==> config.mk <==
export PLATFORM = sky130hd
export DESIGN_NAME = tsense_device_end_flat
export DESIGN_NICKNAME = d
export VERILOG_FILES = /design/src/shared/tsense_pkg.sv /design/src/shared/tsense_link_if.sv /design/src/rtl/tsense_bit_shifter.sv /design/src/rtl/tsense_device_end.sv /design/src/flat_wrapper.sv
export SDC_FILE = /design/constraint.sdc
export NUM_CORES = 1
export LEC_CHECK = 0
export ABC_AREA = 1
export BUFFER_PORTS_ARGS = -buffer_cell sky130_fd_sc_hd__buf_2
export CAP_MARGIN = 5
export CORE_ASPECT_RATIO = 0.5
export CORE_MARGIN = 2
export CORE_UTILIZATION = 40
export CTS_CLUSTER_DIAMETER = 100
export DETAILED_ROUTE_END_ITERATION = 8
export GPL_ROUTABILITY_DRIVEN = 0
export PLACE_DENSITY = 0.65
export SETUP_SLACK_MARGIN = 0.2
export SYNTH_ARGS = -nofsm -noshare
export SYNTH_HDL_FRONTEND = slang
export SYNTH_HIERARCHICAL = 1
export SYNTH_SLANG_ARGS = --single-unit
==> constraint.sdc <==
create_clock -name clock_in -period 2.8 [get_ports clock_in]
set_input_delay 0.28 -clock clock_in [delete_from_list [all_inputs] [get_ports clock_in]]
set_output_delay 0.28 -clock clock_in [all_outputs]
set_load 0.01 [all_outputs]
==> src/shared/tsense_pkg.sv <==
// constants used by the device end of the sensor chain link and by the bench
// assumes a 10 MHz clock on both ends
package tsense_pkg;
    localparam int unsigned CLOCK_HZ             = 10_000_000;
    // command byte fields
    localparam int unsigned CMD_SCOPE_POS        = 7;
    localparam int unsigned CMD_ID_LSB           = 3;
    localparam int unsigned CMD_PTR_LSB          = 1;
    localparam int unsigned CMD_RW_POS           = 0;
    // register pointers
    localparam logic [1:0]  PTR_TEMP             = 2'h0;
    localparam logic [1:0]  PTR_CONFIG           = 2'h1;
    localparam logic [1:0]  PTR_LOW              = 2'h2;
    localparam logic [1:0]  PTR_HIGH             = 2'h3;
    // configuration fields
    localparam int unsigned CFG_INT_EN_POS       = 7;
    localparam int unsigned CFG_RATE_LSB         = 5;
    localparam int unsigned CFG_OVER_POS         = 4;
    localparam int unsigned CFG_UNDER_POS        = 3;
    localparam int unsigned CFG_LATCH_POS        = 2;
    localparam int unsigned CFG_MODE_LSB         = 0;
    // reset values
    localparam logic [7:0]  CONFIG_RESET         = 8'h02;
    localparam logic [7:0]  TEMP_RESET           = 8'h00;
    localparam logic [7:0]  HIGH_RESET           = 8'h3c;
    localparam logic [7:0]  LOW_RESET            = 8'hf6;
    // modes
    localparam logic [1:0]  MODE_SHUTDOWN        = 2'h0;
    localparam logic [1:0]  MODE_ONE_SHOT        = 2'h1;
    // timing
    localparam int unsigned CONV_TIME_MS         = 26;
    localparam int unsigned CONV_CYCLES          = CONV_TIME_MS * (CLOCK_HZ / 1000);
    localparam int unsigned PERIOD_RATE0_MS      = 4000;
    localparam int unsigned PERIOD_RATE1_MS      = 1000;
    localparam int unsigned PERIOD_RATE2_MS      = 250;
    localparam int unsigned PERIOD_RATE3_MS      = 125;
    localparam int unsigned PERIOD_RATE0_CYCLES  = PERIOD_RATE0_MS * (CLOCK_HZ / 1000);
    localparam int unsigned PERIOD_RATE1_CYCLES  = PERIOD_RATE1_MS * (CLOCK_HZ / 1000);
    localparam int unsigned PERIOD_RATE2_CYCLES  = PERIOD_RATE2_MS * (CLOCK_HZ / 1000);
    localparam int unsigned PERIOD_RATE3_CYCLES  = PERIOD_RATE3_MS * (CLOCK_HZ / 1000);
    localparam int unsigned BYTE_BITS            = 8;
endpackage

==> src/shared/tsense_link_if.sv <==
// byte link between chain host and one sensor
// assumes both ends share clock_in; framing lies outside this link
`timescale 1ns/1ns
interface tsense_link_if;
    logic       host_valid;
    logic [7:0] host_byte;
    logic       dev_valid;
    logic [7:0] dev_byte;
    logic       dev_passthru;
    modport host (output host_valid, output host_byte,
                  input dev_valid, input dev_byte, input dev_passthru);
    modport device (input host_valid, input host_byte,
                    output dev_valid, output dev_byte, output dev_passthru);
endinterface

==> src/rtl/tsense_bit_shifter.sv <==
// serialises or deserialises one byte, lsb first
// assumes one bit per cycle when shift_in is high
`timescale 1ns/1ns
module tsense_bit_shifter #(
    parameter int unsigned WIDTH = 8
) (
    // clock and reset
    input  wire logic             clock_in,
    input  wire logic             rst_in,
    // control
    input  wire logic             load_in,
    input  wire logic [WIDTH-1:0] load_value_in,
    input  wire logic             shift_in,
    input  wire logic             bit_in,
    // result
    output logic                  bit_out,
    output logic [WIDTH-1:0]      word_out
);
    initial begin
        if (WIDTH < 2) $error("width too small");
    end
    typedef struct packed {
        logic [WIDTH-1:0] word;
    } shifter_state_t;
    shifter_state_t state;
    shifter_state_t next_state;

    always_comb begin
        next_state = state;
        if (load_in) begin
            next_state.word = load_value_in;
        end else if (shift_in) begin
            next_state.word = {bit_in, state.word[WIDTH-1:1]};
        end
    end

    always_ff @(posedge clock_in) begin
        if (rst_in) begin
            state <= '0;
        end else begin
            state <= next_state;
        end
    end

    assign bit_out  = state.word[0];
    assign word_out = state.word;
endmodule

==> src/rtl/tsense_device_end.sv <==
// device end: register file, flags and conversion sequencing of one sensor
// assumes host bytes arrive whole on the link; converter value is a plain input
//
// How it works
// command byte: scope, id, pointer, selector
// write: next byte goes to matching device
// read: break chain, send register, reconnect
// temperature register holds last result, 1C/lsb
// negative results in twos complement
// temperature reads zero until first result
// config fields fixed, reset value 02
// result above high limit sets over flag
// result below low limit sets under flag
// latched flags hold until any register read
// read clears flags; unlatched in-range clears
// rate bits choose 0.25, 1, 4, 8 Hz
// 26 ms conversion, rate period counted from its start
// conversion starts right after reset
// shutdown finishes conversion then stops
// one-shot converts once, mode returns 00
// upper mode bit converts repeatedly
// register bytes move lsb first
// pointer selects temp, config, low, high
// limits reset to +60 and -10
// writes to temperature register ignored
// period counter reloaded at conversion start
`timescale 1ns/1ns
module tsense_device_end #(
    parameter int unsigned CONV_CYCLES  = tsense_pkg::CONV_CYCLES,
    parameter int unsigned RATE0_CYCLES = tsense_pkg::PERIOD_RATE0_CYCLES,
    parameter int unsigned RATE1_CYCLES = tsense_pkg::PERIOD_RATE1_CYCLES,
    parameter int unsigned RATE2_CYCLES = tsense_pkg::PERIOD_RATE2_CYCLES,
    parameter int unsigned RATE3_CYCLES = tsense_pkg::PERIOD_RATE3_CYCLES
) (
    // clock and reset
    input  wire logic       clock_in,
    input  wire logic       rst_in,
    // identity and software reset
    input  wire logic [3:0] device_id_in,
    input  wire logic       soft_reset_in,
    // converter
    input  wire logic [7:0] sample_in,
    output logic            converting_out,
    output logic            conversion_done_out,
    // state for the user side
    output logic [7:0]      temperature_out,
    output logic [7:0]      configuration_out,
    // link
    tsense_link_if.device   link
);
    initial begin
        if (CONV_CYCLES < 1 || RATE3_CYCLES <= CONV_CYCLES) $error("bad timing parameters");
        if (RATE0_CYCLES >= 2**28) $error("period too long for counter");
    end

    typedef enum logic [1:0] {
        L_CMD  = 2'b00,
        L_DATA = 2'b01,
        L_SEND = 2'b11,
        L_SKIP = 2'b10
    } link_phase_t;
    typedef struct packed {
        link_phase_t phase;
        logic [1:0]  ptr;
        logic [3:0]  bit_count;
        logic        tx_valid;
        logic        passthru;
        logic [7:0]  temperature_result;
        logic [7:0]  sensor_configuration;
        logic [7:0]  low_limit;
        logic [7:0]  high_limit;
        logic        converting;
        logic        done;
        logic [27:0] period_count;
    } dev_state_t;
    dev_state_t state;
    dev_state_t next_state;

    logic       shift_load;
    logic [7:0] shift_load_value;
    logic       shift_en;
    logic [7:0] shift_word;
    logic [7:0] selected;
    logic [27:0] rate_cycles;
    logic       window_end;
    logic       conv_end;
    logic       over;
    logic       under;

    // byte sent back on a read
    tsense_bit_shifter #(.WIDTH(tsense_pkg::BYTE_BITS)) tx_shifter (
        .clock_in      (clock_in),
        .rst_in        (rst_in),
        .load_in       (shift_load),
        .load_value_in (shift_load_value),
        .shift_in      (shift_en),
        .bit_in        (shift_word[0]),
        .bit_out       (),
        .word_out      (shift_word)
    );

    always_comb begin
        case (link.host_byte[tsense_pkg::CMD_PTR_LSB +: 2])
            tsense_pkg::PTR_TEMP:   selected = state.temperature_result;
            tsense_pkg::PTR_CONFIG: selected = state.sensor_configuration;
            tsense_pkg::PTR_LOW:    selected = state.low_limit;
            default:                selected = state.high_limit;
        endcase
        case (state.sensor_configuration[tsense_pkg::CFG_RATE_LSB +: 2])
            2'h0:    rate_cycles = 28'(RATE0_CYCLES);
            2'h1:    rate_cycles = 28'(RATE1_CYCLES);
            2'h2:    rate_cycles = 28'(RATE2_CYCLES);
            default: rate_cycles = 28'(RATE3_CYCLES);
        endcase
    end

    assign conv_end   = state.converting && state.period_count == 28'(CONV_CYCLES - 1);
    assign window_end = state.period_count >= rate_cycles - 28'h1;
    assign over       = $signed(sample_in) > $signed(state.high_limit);
    assign under      = $signed(sample_in) < $signed(state.low_limit);

    always_comb begin
        next_state          = state;
        next_state.tx_valid = 1'b0;
        next_state.done     = 1'b0;
        shift_load          = 1'b0;
        shift_load_value    = selected;
        shift_en            = 1'b0;
        // conversion timing
        next_state.period_count = state.period_count + 28'h1;
        if (conv_end) begin
            next_state.converting         = 1'b0;
            next_state.done               = 1'b1;
            next_state.temperature_result = sample_in;
            if (over) next_state.sensor_configuration[tsense_pkg::CFG_OVER_POS] = 1'b1;
            if (under) next_state.sensor_configuration[tsense_pkg::CFG_UNDER_POS] = 1'b1;
            if (!over && !under
                && !state.sensor_configuration[tsense_pkg::CFG_LATCH_POS]) begin
                next_state.sensor_configuration[tsense_pkg::CFG_OVER_POS]  = 1'b0;
                next_state.sensor_configuration[tsense_pkg::CFG_UNDER_POS] = 1'b0;
            end
            if (state.sensor_configuration[1:0] == tsense_pkg::MODE_ONE_SHOT) begin
                next_state.sensor_configuration[1:0] = tsense_pkg::MODE_SHUTDOWN;
            end
        end else if (!state.converting && window_end) begin
            next_state.period_count = state.period_count;
            if (state.sensor_configuration[1]) begin
                next_state.converting   = 1'b1;
                next_state.period_count = 28'h0;
            end
        end
        // link side
        case (state.phase)
            L_CMD: begin
                if (link.host_valid && !link.host_byte[tsense_pkg::CMD_SCOPE_POS]
                    && link.host_byte[tsense_pkg::CMD_ID_LSB +: 4] == device_id_in) begin
                    next_state.ptr = link.host_byte[tsense_pkg::CMD_PTR_LSB +: 2];
                    if (link.host_byte[tsense_pkg::CMD_RW_POS]) begin
                        next_state.passthru  = 1'b0;
                        next_state.bit_count = 4'h0;
                        next_state.phase     = L_SEND;
                        shift_load           = 1'b1;
                        // flags clear on read, but a result landing now wins
                        if (!(conv_end && over))
                            next_state.sensor_configuration[tsense_pkg::CFG_OVER_POS] = 1'b0;
                        if (!(conv_end && under))
                            next_state.sensor_configuration[tsense_pkg::CFG_UNDER_POS] = 1'b0;
                    end else begin
                        next_state.phase = L_DATA;
                    end
                end else if (link.host_valid && !link.host_byte[tsense_pkg::CMD_SCOPE_POS]
                             && !link.host_byte[tsense_pkg::CMD_RW_POS]) begin
                    next_state.phase = L_SKIP;
                end
            end
            L_SKIP: begin
                // data byte of another device's write is not a command
                if (link.host_valid) begin
                    next_state.phase = L_CMD;
                end
            end
            L_DATA: begin
                if (link.host_valid) begin
                    next_state.phase = L_CMD;
                    case (state.ptr)
                        tsense_pkg::PTR_CONFIG: begin
                            next_state.sensor_configuration = link.host_byte;
                            if (link.host_byte[1:0] == tsense_pkg::MODE_ONE_SHOT
                                && !state.converting) begin
                                next_state.converting   = 1'b1;
                                next_state.period_count = 28'h0;
                            end
                            if (conv_end && over)
                                next_state.sensor_configuration[tsense_pkg::CFG_OVER_POS] = 1'b1;
                            if (conv_end && under)
                                next_state.sensor_configuration[tsense_pkg::CFG_UNDER_POS] = 1'b1;
                        end
                        tsense_pkg::PTR_LOW:  next_state.low_limit  = link.host_byte;
                        tsense_pkg::PTR_HIGH: next_state.high_limit = link.host_byte;
                        default: ;
                    endcase
                end
            end
            L_SEND: begin
                shift_en             = 1'b1;
                next_state.bit_count = state.bit_count + 4'h1;
                if (state.bit_count == 4'(tsense_pkg::BYTE_BITS - 1)) begin
                    next_state.tx_valid = 1'b1;
                    next_state.passthru = 1'b1;
                    next_state.phase    = L_CMD;
                end
            end
            default: next_state.phase = L_CMD;
        endcase
        // shutdown: a running conversion still finishes // R15
    end

    always_ff @(posedge clock_in) begin
        if (rst_in || soft_reset_in) begin
            state <= '{L_CMD, 2'h0, 4'h0, 1'b0, 1'b1,
                       tsense_pkg::TEMP_RESET, tsense_pkg::CONFIG_RESET,
                       tsense_pkg::LOW_RESET, tsense_pkg::HIGH_RESET,
                       1'b1, 1'b0, 28'h0};
        end else begin
            state <= next_state;
        end
    end

    assign link.dev_valid     = state.tx_valid;
    assign link.dev_byte      = shift_word;
    assign link.dev_passthru  = state.passthru;
    assign converting_out     = state.converting;
    assign conversion_done_out = state.done;
    assign temperature_out    = state.temperature_result;
    assign configuration_out  = state.sensor_configuration;
endmodule

==> src/flat_wrapper.sv <==
// flat-port wrapper written by rule: the top's interface ports become plain ports
module tsense_device_end_flat 
#(
    parameter int unsigned CONV_CYCLES  = tsense_pkg::CONV_CYCLES,
    parameter int unsigned RATE0_CYCLES = tsense_pkg::PERIOD_RATE0_CYCLES,
    parameter int unsigned RATE1_CYCLES = tsense_pkg::PERIOD_RATE1_CYCLES,
    parameter int unsigned RATE2_CYCLES = tsense_pkg::PERIOD_RATE2_CYCLES,
    parameter int unsigned RATE3_CYCLES = tsense_pkg::PERIOD_RATE3_CYCLES
)
  (clock_in, rst_in, device_id_in, soft_reset_in, sample_in, converting_out, conversion_done_out, temperature_out, configuration_out, link_host_valid, link_host_byte, link_dev_valid, link_dev_byte, link_dev_passthru);
  tsense_link_if link_i ();
  input  wire logic clock_in;
  input  wire logic rst_in;
  input  wire logic [3:0] device_id_in;
  input  wire logic soft_reset_in;
  input  wire logic [7:0] sample_in;
  output logic converting_out;
  output logic conversion_done_out;
  output logic [7:0] temperature_out;
  output logic [7:0] configuration_out;
  input wire logic [$bits(link_i.host_valid)-1:0] link_host_valid;
  input wire logic [$bits(link_i.host_byte)-1:0] link_host_byte;
  output wire logic [$bits(link_i.dev_valid)-1:0] link_dev_valid;
  output wire logic [$bits(link_i.dev_byte)-1:0] link_dev_byte;
  output wire logic [$bits(link_i.dev_passthru)-1:0] link_dev_passthru;
  assign link_i.host_valid = link_host_valid;
  assign link_i.host_byte = link_host_byte;
  assign link_dev_valid = link_i.dev_valid;
  assign link_dev_byte = link_i.dev_byte;
  assign link_dev_passthru = link_i.dev_passthru;
  tsense_device_end #(.CONV_CYCLES(CONV_CYCLES), .RATE0_CYCLES(RATE0_CYCLES), .RATE1_CYCLES(RATE1_CYCLES), .RATE2_CYCLES(RATE2_CYCLES), .RATE3_CYCLES(RATE3_CYCLES)) u_core (.clock_in(clock_in), .rst_in(rst_in), .device_id_in(device_id_in), .soft_reset_in(soft_reset_in), .sample_in(sample_in), .converting_out(converting_out), .conversion_done_out(conversion_done_out), .temperature_out(temperature_out), .configuration_out(configuration_out), .link(link_i));
endmodule
==> impl_results.rst, run 1 <==
.. list-table::
   :header-rows: 1

   * - Metric
     - Value
   * - DRC violation count after routing
     - 0
   * - Number of antenna diodes
     - 0
   * - Maximum count of clock buffers along a single path
     - 2
   * - Worst Setup Slack, final
     - 0.360 ns
   * - Path depth of the worst reg2reg path
     - 15
   * - Number of sinks handled by clock tree synthesis
     - 80
   * - Number of antenna violations at the first check in global routing
     - 0
   * - Die Footprint
     - between 10000 and 15000 um^2
   * - Worst Hold Path Cells
     - 2
   * - Routed vias
     - between 5000 and 6000
   * - Pin count of the biggest net entering global routing
     - 35
   * - Synth Area in Simple Gates
     - 0.307
   * - Number of buffers added by the clock tree synthesis step
     - 9
   * - Core utilization of the finished layout
     - 0.469
   * - Post-synthesis cell area
     - between 5000 and 6000 um^2
   * - Number of vias per cell after detailed routing
     - between 5 and 6
   * - Fin crit period
     - between 2 and 2.5 ns
   * - Count of H-tree levels built during CTS
     - 3
   * - Initial core utilization
     - 0.409
   * - Final period utilization
     - 0.871
   * - Type of element capturing the critical path
     - flop
   * - Global route overflow
     - 0
   * - Yosys top cell by area
     - sky130_fd_sc_hd__dfxtp_1
   * - Nets@finish
     - ~930
   * - Die Span X
     - around 170 um
   * - Share of the yosys chip area belonging to registers
     - 0.289
   * - Clock tree from TritonCTS
     - yes
   * - Post-synthesis share of cell area spent on full adders, half adders and majority gates
     - 0.118
   * - # placed instances
     - a little over 1000
   * - Startpoint-to-endpoint class of the critical path
     - reg2reg
   * - Filler-free cell count of the finished design
     - 1049
   * - Gate count of the mapped netlist
     - slightly above 800
   * - Transition at the pin with the smallest max-transition slack
     - ~0.94 ns
   * - WL final
     - between 15000 and 20000 um
   * - Worst clock skew
     - slightly above 0.009 ns
   * - EDFF count, synth
     - 0
   * - Setup repair after global routing missed its margin
     - no
   * - Via count of the first global-routing pass
     - 4809
   * - First-pass GRT wire length
     - 23900 um
   * - Proportion of synthesized flip-flops having asynchronous set or reset
     - 0
   * - Ranking of synthesized cells by area
     - sky130_fd_sc_hd__dfxtp_1 29%, sky130_fd_sc_hd__nand2_1 13%, sky130_fd_sc_hd__ha_1 12%, sky130_fd_sc_hd__nor2_1 7.1%, sky130_fd_sc_hd__a21oi_1 6.7%
   * - Xor and xnor area share after synthesis
     - 0.0411
   * - Violation count after the first detailed-routing iteration
     - roughly 320
   * - Yosys reg bits
     - 80
   * - Pwr Density
     - ~400 nW/um^2
   * - Max VDD drop
     - around 0.00032 V
   * - Die Height
     - 87.2 um
   * - Most used flip-flop cell after synthesis
     - sky130_fd_sc_hd__dfxtp_1
   * - Count of hold-fix buffers inserted at cts
     - 0
   * - Clock Tree Root
     - sky130_fd_sc_hd__clkbuf_16
   * - Post-Syn Nets
     - slightly below 900
   * - Maxcap violations
     - 0
   * - Synth unique cells
     - between 40 and 50
   * - Area share of the largest cell type after synthesis
     - 0.289
   * - Total count of max-transition violations in the final report
     - 0
   * - Share of final-layout standard cells stronger than drive strength 1
     - 0.147
   * - Average footprint of a synthesized cell
     - slightly below 7 um^2
   * - Clk slew on worst S/H paths
     - approximately 0.070 ns
   * - Final hold violations
     - 0
   * - Leakage Power
     - between 0.003 and 0.004 uW
   * - Top-level I/O count
     - 52
   * - Global-route usage over all layers
     - 0.203
   * - Result of the run
     - completed
   * - Main combinational cell family by area after synthesis
     - simple AND/OR/NAND/NOR gates
   * - Max FO, Critical Path
     - 8
   * - Most used cells in the layout excluding fill and tap cells
     - 195 x sky130_fd_sc_hd__nand2_1, 103 x sky130_fd_sc_hd__nor2_1, 83 x sky130_fd_sc_hd__inv_1
   * - Arrival time of data at the critical path endpoint
     - around 2.7 ns
   * - Highest achievable clock rate
     - roughly 400 MHz
   * - Final Instance Area
     - about 6400 um^2
   * - Detailed-placement wirelength estimate
     - 10700 um
   * - Max-slew headroom
     - 0.374
   * - DR WL/cell
     - around 14 um
   * - Critical path startpoint category
     - flop
   * - Path category of the worst min-delay check
     - in2reg
   * - Most common cell after layout, fill and taps aside
     - sky130_fd_sc_hd__nand2_1
   * - Placed cell area
     - just under 6000 um^2
   * - Number of I/O port buffers
     - between 50 and 60
   * - Yosys Warn Count
     - 6
   * - Worst path required time
     - between 3 and 4 ns
   * - First-pass iteration count of the detailed router
     - 7
   * - Core ar.
     - about 14000 um^2
   * - Post-route antenna net violation count
     - 0
   * - Final sum of negative setup slack
     - 0 ns
   * - # rows
     - 30
   * - Post-synthesis mux area share
     - 0
   * - Pre-CTS setup slack
     - around 0.17 ns
   * - Total setup violations reported at the end of the flow
     - 0
   * - Synth Area in Compound Gates
     - 0.136
   * - Area growth from synthesis to layout
     - 14.9%
   * - Worst-Skew Late Latency
     - ~0.35 ns
power breakdown:
group | internal [uW] | total (uW) | switching [uW]
Clock | 712 | 1250 | 537
Combinational | 44.0 | 135 | 91.4
Sequential | 1140 | 1140 | 3.30
Total | 1890 | 2530 | 632
per-layer routing:
metal,part of all wire,global-route usage,up-vias
met5,0,0,-
met4,0.021,0.0676,0
met3,0.075,0.0386,33
met2,0.46,0.349,201
met1,0.44,0.258,2471
li1,-,-,2705
synth_stat cells, types with 3 or more instances:
cell,count
sky130_fd_sc_hd__nand2_1,195
sky130_fd_sc_hd__nor2_1,104
sky130_fd_sc_hd__inv_1,86
sky130_fd_sc_hd__dfxtp_1,80
sky130_fd_sc_hd__a21oi_1,74
sky130_fd_sc_hd__ha_1,52
sky130_fd_sc_hd__o21ai_0,41
sky130_fd_sc_hd__nand3_1,30
sky130_fd_sc_hd__xor2_1,21
sky130_fd_sc_hd__buf_4,18
sky130_fd_sc_hd__nand4_1,14
sky130_fd_sc_hd__clkbuf_1,11
sky130_fd_sc_hd__nor3_1,11
sky130_fd_sc_hd__o211ai_1,8
sky130_fd_sc_hd__inv_2,6
sky130_fd_sc_hd__nand3_2,6
sky130_fd_sc_hd__buf_6,5
sky130_fd_sc_hd__nor2_4,5
sky130_fd_sc_hd__o22ai_1,5
sky130_fd_sc_hd__xnor2_1,5
sky130_fd_sc_hd__nand2_2,4
sky130_fd_sc_hd__nor2_2,4
sky130_fd_sc_hd__nor3_2,3
repair_timing:
action,in CTS,in global routing
resized for setup,1,22
setup buffers,0,3
endpoints found under the hold margin,0,0
setup endpoints to repair,10,28
gates cloned,0,4
pin swaps,0,6
flip-flops by register name (all words and copies together) (netlist names):
signal	cells
u_core/configuration_out	8
u_core/conversion_done_out	1
u_core/converting_out	1
u_core/link.dev_passthru	1
u_core/link.dev_valid	1
u_core/state	52
u_core/temperature_out	8
u_core/tx_shifter/word_out	8
critical path, stage by stage, from the launching register on:
cell                        delay, ns
sky130_fd_sc_hd__dfxtp_4         0.37
sky130_fd_sc_hd__inv_6           0.08
sky130_fd_sc_hd__ha_4            0.14
sky130_fd_sc_hd__inv_1           0.05
sky130_fd_sc_hd__ha_2            0.19
sky130_fd_sc_hd__ha_4            0.26
sky130_fd_sc_hd__nand3_1         0.06
sky130_fd_sc_hd__or2_1           0.25
sky130_fd_sc_hd__nor3_2          0.17
sky130_fd_sc_hd__nand2_1         0.12
sky130_fd_sc_hd__nand3_4         0.14
sky130_fd_sc_hd__nand2_8         0.11
sky130_fd_sc_hd__clkbuf_16       0.19
sky130_fd_sc_hd__nand2_1         0.06
sky130_fd_sc_hd__nand2_1         0.05
sky130_fd_sc_hd__nor2_1          0.12
cell type report:
| type | count | area [um^2] |
|---|---|---|
| inverters | 93 | 364 |
| clock buffers | 9 | 225 |
| repair buffers | 64 | 422 |
| multi-input cells | 604 | 3410 |
| clock inverters | 7 | 86.3 |
| fillers | 1367 | 7190 |
| well taps | 192 | 240 |
| flip-flops and latches | 80 | 1610 |
through the flow:
step / total power (uW) / hold slack (ns)
2_1_floorplan: 1250 / 0.349
3_3_place_gp: 1300 / 0.468
3_5_place_dp: 1300 / 0.478
4_1_cts: 2550 / 0.175
5_1_grt: 2610 / 0.194
6_report: 2530 / 0.184
worst paths after layout:
kind	startpoint	endpoint	slack (ns)
max	u_core/configuration_out[5]	u_core/state[13]	0.36
min	rst_in	u_core/tx_shifter/word_out[4]	0.18
max reg2reg	u_core/configuration_out[5]	u_core/state[13]	0.36
min reg2reg	u_core/tx_shifter/word_out[4]	u_core/tx_shifter/word_out[4]	0.49
cell families (layout without fill, tap and decap cells):
kind of cell	count (synthesis)	count (layout)
AO/OA/AOI/OAI	140	140
AND/OR/NAND/NOR	385	385
other	1	1
buffers and inverters	131	173
flip-flops	80	80
XOR/XNOR	26	26
adder cells (fa/ha/maj)	52	52
No activity file was read; power rests on OpenSTA's default activity.
==> run 2, diff against run 1 <==
Settings changed: ABC_AREA 1 to not set, CORE_ASPECT_RATIO 0.5 to not set, SLEW_MARGIN set to 10.
==> impl_results.rst, run 2 <==
.. list-table::
   :header-rows: 1

   * - Metric
     - Value
   * - Highest achievable clock rate
     - ~330 MHz
   * - Detailed-placement wirelength estimate
     - about 10000 um
   * - Count of hold-fix buffers inserted at cts
     - 0
   * - Synth unique cells
     - between 60 and 70
   * - Peak per-stage delay on the critical path
     - between 0.4 and 0.5 ns
   * - Proportion of synthesized flip-flops having asynchronous set or reset
     - 0
   * - Endpoint of the worst setup timing path
     - u_core/state[20]
   * - Most common library cells after synthesis
     - 80 x sky130_fd_sc_hd__dfxtp_1, 62 x sky130_fd_sc_hd__nand2_1, 52 x sky130_fd_sc_hd__ha_1, 41 x sky130_fd_sc_hd__a21oi_1, 34 x sky130_fd_sc_hd__inv_1
   * - Number of vias per cell after detailed routing
     - between 5 and 6
   * - Most frequent cell after synthesis
     - sky130_fd_sc_hd__dfxtp_1
   * - Share of the yosys chip area belonging to registers
     - 0.311
   * - Path depth of the worst reg2reg path
     - 14
   * - Number of buffers added by the clock tree synthesis step
     - 9
   * - Startpoint of the most critical setup path
     - u_core/configuration_out[6]
   * - Fin crit period
     - 3.02 ns
   * - Crit path buffers/inverters
     - 5
   * - Number of sinks handled by clock tree synthesis
     - 80
   * - Gate count of the mapped netlist
     - roughly 600
   * - Yosys reg bits
     - 80
   * - Post-Syn Nets
     - between 600 and 700
   * - Top-level I/O count
     - 52
   * - Final hold violations
     - 0
   * - Post-synthesis cell area
     - slightly above 5000 um^2
   * - First-pass GRT wire length
     - about 24000 um
   * - Ranking of synthesized cells by area
     - sky130_fd_sc_hd__dfxtp_1 31%, sky130_fd_sc_hd__ha_1 13%, sky130_fd_sc_hd__nand2_1 4.5%, sky130_fd_sc_hd__a21oi_1 4.0%, sky130_fd_sc_hd__mux2i_1 3.5%
   * - # rows
     - 41
   * - DRC violation count after routing
     - 0
   * - Setup slack of the most critical reg-to-reg path
     - -0.22 ns
   * - Startpoint of the most critical hold path
     - sample_in[2]
   * - Count of H-tree levels built during CTS
     - 3
   * - Share of final-layout standard cells stronger than drive strength 1
     - 0.288
   * - Number of flip-flops under the largest register name
     - 52
   * - Pin count of the biggest net entering global routing
     - 28
   * - Worst clock skew
     - 0.00915 ns
   * - Pwr Density
     - between 400 and 500 nW/um^2
   * - Final period utilization
     - 1.08
   * - Startpoint-to-endpoint class of the critical path
     - reg2reg
   * - Top reg by flops
     - u_core/state
   * - Die Span X
     - approximately 120 um
   * - First-pass iteration count of the detailed router
     - 7
   * - Maxcap violations
     - 0
   * - Most common cell after layout, fill and taps aside
     - sky130_fd_sc_hd__dfxtp_1
   * - Arrival time of data at the critical path endpoint
     - approximately 3.3 ns
   * - Worst Setup Slack, final
     - -0.224 ns
   * - Violated checks
     - setup timing
   * - Crit-path leading delay family
     - compound AO/OA/AOI/OAI gates
   * - Average footprint of a synthesized cell
     - roughly 8.6 um^2
   * - Die Footprint
     - ~14000 um^2
   * - Global-route usage over all layers
     - 0.218
   * - Leakage Power
     - 0.00294 uW
   * - Violation count after the first detailed-routing iteration
     - 375
   * - Core ar.
     - 12600 um^2
   * - Nets@finish
     - ~760
   * - Worst path required time
     - 3.09 ns
   * - Result of the run
     - finished, violations left
   * - Maximum count of clock buffers along a single path
     - 2
   * - Path category of the worst min-delay check
     - in2reg
   * - Worst-path cell with the longest stage delay
     - sky130_fd_sc_hd__a2111oi_1
   * - R2R Path Start
     - u_core/configuration_out[6]
   * - Clk slew on worst S/H paths
     - about 0.07 ns
   * - Worst-Skew Late Latency
     - roughly 0.35 ns
   * - Number of I/O port buffers
     - between 50 and 60
   * - Area share of the largest cell type after synthesis
     - 0.311
   * - Clock tree from TritonCTS
     - yes
   * - Type of element capturing the critical path
     - flop
   * - Total setup violations reported at the end of the flow
     - 28
   * - Fill count
     - ~1100
   * - Initial core utilization
     - 0.409
   * - Stages on the worst setup path
     - 14
   * - Capture instance of the worst register-to-register path
     - u_core/state[20]
   * - Number of antenna violations at the first check in global routing
     - 0
   * - Setup repair after global routing missed its margin
     - yes
   * - Total count of max-transition violations in the final report
     - 0
   * - EDFF count, synth
     - 0
   * - Pre-CTS setup slack
     - -0.631 ns
   * - Global route overflow
     - 0
   * - Clock Tree Root
     - sky130_fd_sc_hd__clkbuf_16
   * - Cell chain of the critical path
     - inv_4, buf_4, ha_1, inv_1, ha_1, a21o_1, a2111oi_1, o21ai_1, nor2b_2, buf_4, or3_4, buf_12, nor3_2, a221o_1
   * - Max FO, Critical Path
     - 20
   * - Max-slew headroom
     - 0.584
   * - Critical path startpoint category
     - flop
   * - Yosys Warn Count
     - 6
   * - Max VDD drop
     - 0.000274 V
   * - Final sum of negative setup slack
     - -5.02 ns
   * - Most used cells in the layout excluding fill and tap cells
     - 78 x sky130_fd_sc_hd__dfxtp_1, 62 x sky130_fd_sc_hd__nand2_1, 51 x sky130_fd_sc_hd__buf_2
   * - Routed vias
     - 4886
   * - Yosys top cell by area
     - sky130_fd_sc_hd__dfxtp_1
   * - DR WL/cell
     - between 15 and 20 um
   * - Number of antenna diodes
     - 0
   * - Most used flip-flop cell after synthesis
     - sky130_fd_sc_hd__dfxtp_1
   * - Area growth from synthesis to layout
     - 27.9%
   * - Transition at the pin with the smallest max-transition slack
     - approximately 0.62 ns
   * - Die Height
     - ~120 um
   * - Post-route antenna net violation count
     - 0
   * - Via count of the first global-routing pass
     - a little under 5000
   * - WL final
     - between 10000 and 15000 um
-- run 2: cell type report --
| cell class | instances | area [um^2] | area share |
|---|---|---|---|
| clock buffers | 9 | 225 | 0.0342 |
| flip-flops and latches | 80 | 1610 | 0.245 |
| repair buffers | 110 | 816 | 0.124 |
| clock inverters | 7 | 108 | 0.0164 |
| multi-input cells | 444 | 3460 | 0.527 |
| inverters | 35 | 139 | 0.0211 |
| well taps | 172 | 215 | 0.0327 |
-- run 2: logic make-up after synthesis --
family,synth area share
muxes,0.0722
AOI/OAI and AO/OA,0.184
buffers and inverters,0.0713
and+or+nand+nor,0.225
DFF,0.311
other,0.000729
xor gates and xnor gates,0.00851
adders and majority gates,0.126
-- run 2: worst reg2reg max path: stages (launching register included) --
cell and delay (ns):
sky130_fd_sc_hd__dfxtp_4 0.38, sky130_fd_sc_hd__inv_4 0.08, sky130_fd_sc_hd__buf_4 0.11, sky130_fd_sc_hd__ha_1 0.16, sky130_fd_sc_hd__inv_1 0.08, sky130_fd_sc_hd__ha_1 0.18, sky130_fd_sc_hd__a21o_1 0.15, sky130_fd_sc_hd__a2111oi_1 0.41
sky130_fd_sc_hd__o21ai_1 0.15, sky130_fd_sc_hd__nor2b_2 0.23, sky130_fd_sc_hd__buf_4 0.19, sky130_fd_sc_hd__or3_4 0.38, sky130_fd_sc_hd__buf_12 0.17, sky130_fd_sc_hd__nor3_2 0.17, sky130_fd_sc_hd__a221o_1 0.13
-- run 2: per-layer routing --
layer	GRT usage	part of all wire	vias to the layer above
met5	0	0	-
met4	0.0911	0.027	0
met3	0.0433	0.059	36
met2	0.360	0.48	167
met1	0.279	0.44	2346
li1	-	-	2337
-- run 2: how the worst min path moves through the flow --
stage,endpoint,slack [ns],cells past startpoint
after floorplan,u_core/configuration_out[5],0.41,2
after global placement,u_core/state[37],0.46,2
after detailed placement,u_core/state[37],0.47,2
after CTS,u_core/tx_shifter/word_out[0],0.21,2
after global routing,u_core/temperature_out[2],0.23,3
final,u_core/temperature_out[2],0.21,3
-- run 2: report_power, final --
group | switching (uW) | total (uW) | internal [uW]
clock | 535 | 1340 | 800
combinational | 93.0 | 156 | 62.9
sequential | 3.39 | 1140 | 1140
-- run 2: stage by stage --
| stage | power [uW] | hold WS (ns) | instance area (um^2) | util | std cells |
|---|---|---|---|---|---|
| after floorplan | 1250 | 0.406 | 5240 | - | 596 |
| after global placement | 1300 | 0.456 | 5810 | 0.462 | 826 |
| after detailed placement | 1310 | 0.467 | 5810 | 0.462 | 826 |
| after CTS | 2650 | 0.207 | 6420 | 0.511 | 854 |
| after global routing | 2730 | 0.230 | 6580 | 0.523 | 857 |
| final | 2630 | 0.213 | 6580 | 0.523 | 857 |
-- run 2: repair_timing --
item	4_1_cts	5_1_grt
setup endpoints to repair	28	28
resized for setup	32	27
buffers inserted	9	2
pin swaps	14	12
gates cloned	3	1
==> run 3, diff against run 2 <==
Settings changed: ABC_AREA set to 1.
==> impl_results.rst, run 3 (same netlist as run 1, synthesis figures left out) <==
.. list-table::
   :header-rows: 1

   * - Metric
     - Value
   * - Result of the run
     - completed
   * - Initial core utilization
     - 0.413
   * - Worst path required time
     - approximately 3 ns
   * - Final period utilization
     - 0.835
   * - Max VDD drop
     - 0.000306 V
   * - Endpoint of the worst setup timing path
     - u_core/state[2]
   * - Top routing layer in use
     - met4
   * - Worst clock skew
     - between 0.01 and 0.015 ns
   * - Startpoint of the most critical setup path
     - u_core/configuration_out[6]
   * - Number of flip-flops under the largest register name
     - between 50 and 60
   * - Setup slack of the most critical reg-to-reg path
     - ~0.46 ns
   * - Startpoint of the most critical hold path
     - sample_in[2]
   * - Top reg by flops
     - u_core/state
   * - Critical path startpoint category
     - flop
   * - Fin crit period
     - about 2.3 ns
   * - Violation count after the first detailed-routing iteration
     - approximately 360
   * - Pin count of the biggest net entering global routing
     - 37
   * - Max FO, Critical Path
     - 36
   * - Capture instance of the worst register-to-register path
     - u_core/state[2]
   * - Final hold violations
     - 0
   * - DRC violation count after routing
     - 0
   * - Worst-Skew Late Latency
     - roughly 0.35 ns
   * - Count of hold-fix buffers inserted at cts
     - 0
   * - Max-slew headroom
     - 0.398
   * - First-pass GRT wire length
     - 23500 um
   * - R2R Path Start
     - u_core/configuration_out[6]
   * - Count of H-tree levels built during CTS
     - 3
   * - Die Footprint
     - between 10000 and 15000 um^2
   * - Detailed-placement wirelength estimate
     - approximately 11000 um
   * - Top-level I/O count
     - 52
   * - Routed vias
     - between 5000 and 6000
   * - Arrival time of data at the critical path endpoint
     - roughly 2.6 ns
   * - Die Height
     - ~120 um
   * - Global-route usage over all layers
     - 0.201
   * - Maximum count of clock buffers along a single path
     - 2
   * - Global route overflow
     - 0
   * - # rows
     - between 40 and 50
   * - Clock tree from TritonCTS
     - yes
   * - Clk slew on worst S/H paths
     - ~0.060 ns
   * - Number of vias per cell after detailed routing
     - roughly 5
   * - Setup repair after global routing missed its margin
     - no
   * - Met1 wire length
     - about 7000 um
   * - Total count of max-transition violations in the final report
     - 0
   * - Final Instance Area
     - about 6000 um^2
   * - Area growth from synthesis to layout
     - 10.9%
   * - Die Span X
     - roughly 120 um
   * - Number of antenna violations at the first check in global routing
     - 0
   * - Type of element capturing the critical path
     - flop
   * - Number of antenna diodes
     - 0
   * - Nets@finish
     - about 930
   * - First-pass iteration count of the detailed router
     - 5
   * - Via count of the first global-routing pass
     - 4666
   * - Path category of the worst min-delay check
     - in2reg
   * - Highest achievable clock rate
     - roughly 430 MHz
   * - Startpoint-to-endpoint class of the critical path
     - reg2reg
   * - Most used cells in the layout excluding fill and tap cells
     - 195 x sky130_fd_sc_hd__nand2_1, 102 x sky130_fd_sc_hd__nor2_1, 84 x sky130_fd_sc_hd__inv_1
   * - Met2 Wirelength
     - approximately 6200 um
   * - Number of sinks handled by clock tree synthesis
     - 80
   * - WL final
     - about 14000 um
   * - Transition at the pin with the smallest max-transition slack
     - 0.902 ns
   * - Clock Tree Root
     - sky130_fd_sc_hd__clkbuf_16
   * - Placed cell area
     - 5840 um^2
   * - Maxcap violations
     - 0
   * - Final sum of negative setup slack
     - 0 ns
   * - Met3 wire len
     - 872 um
   * - Path depth of the worst reg2reg path
     - 17
   * - Share of final-layout standard cells stronger than drive strength 1
     - 0.135
   * - Core ar.
     - about 13000 um^2
   * - Pwr Density
     - 385 nW/um^2
   * - Total setup violations reported at the end of the flow
     - 0
   * - Number of buffers added by the clock tree synthesis step
     - 9
   * - Most common cell after layout, fill and taps aside
     - sky130_fd_sc_hd__nand2_1
   * - Leakage Power
     - between 0.002 and 0.003 uW
   * - DR WL/cell
     - between 10 and 15 um
   * - Post-route antenna net violation count
     - 0
   * - Number of I/O port buffers
     - around 50
   * - Fill count
     - 1415
run 3: cell type report:
| class | count | area, um^2 | area share |
|---|---|---|---|
| Multi-Input combinational cell | 604 | 3350 | 0.545 |
| Timing Repair Buffer | 62 | 350 | 0.0570 |
| Tap cell | 176 | 220 | 0.0359 |
| Sequential cell | 80 | 1610 | 0.261 |
| Inverter | 93 | 354 | 0.0577 |
| Clock inverter | 4 | 31.3 | 0.00509 |
| Clock buffer | 11 | 233 | 0.0379 |
run 3: how the worst min path moves through the flow:
stage               cells past startpoint                       endpoint
finish                                  3      u_core/temperature_out[2]
global route                            3      u_core/temperature_out[2]
CTS                                     2  u_core/tx_shifter/word_out[4]
detailed placement                      2  u_core/tx_shifter/word_out[4]
global placement                        2               u_core/state[36]
floorplan                               1  u_core/tx_shifter/word_out[1]
run 3: critical path, stage by stage (launching register included):
cell                      delay, ns
sky130_fd_sc_hd__dfxtp_4       0.37
sky130_fd_sc_hd__inv_4         0.08
sky130_fd_sc_hd__ha_1          0.17
sky130_fd_sc_hd__inv_1         0.06
sky130_fd_sc_hd__ha_1          0.26
sky130_fd_sc_hd__inv_1         0.04
sky130_fd_sc_hd__ha_1          0.26
sky130_fd_sc_hd__nand2_1       0.07
sky130_fd_sc_hd__nor2_2        0.04
sky130_fd_sc_hd__nand3_1       0.07
sky130_fd_sc_hd__nand3_1       0.08
sky130_fd_sc_hd__nand2_1       0.08
sky130_fd_sc_hd__nand3_2       0.11
sky130_fd_sc_hd__nand2_4       0.11
sky130_fd_sc_hd__buf_12        0.20
sky130_fd_sc_hd__o21ai_0       0.11
sky130_fd_sc_hd__nand2_1       0.06
sky130_fd_sc_hd__nor2_1        0.05
run 3: report_power, final:
group	internal (uW)	switching (uW)	total (uW)
registers	1140	3.01	1140
logic	44.0	90.1	134
clock network	601	486	1090
run 3: metal layers:
| layer | vias up | GRT usage |
|---|---|---|
| met5 | - | 0 |
| met4 | 0 | 0.0582 |
| met3 | 19 | 0.0435 |
| met2 | 119 | 0.305 |
| met1 | 2305 | 0.287 |
| li1 | 2703 | - |
run 3: what timing repair did:
action / CTS / global route
resized for setup: 0 / 9
endpoints found under the setup margin: 0 / 28
setup buffers: 0 / 3
run 3: per-stage QoR:
stage	total power [uW]	util	instances	hold WS, ns	setup slack, ns
after floorplan	1250	-	815	0.349	0.536
after global placement	1300	0.436	1012	0.466	0.323
after detailed placement	1300	0.436	1012	0.472	0.228
after CTS	2390	0.456	1027	0.188	0.216
after global routing	2450	0.458	1030	0.203	0.201
final	2360	0.458	1030	0.190	0.463
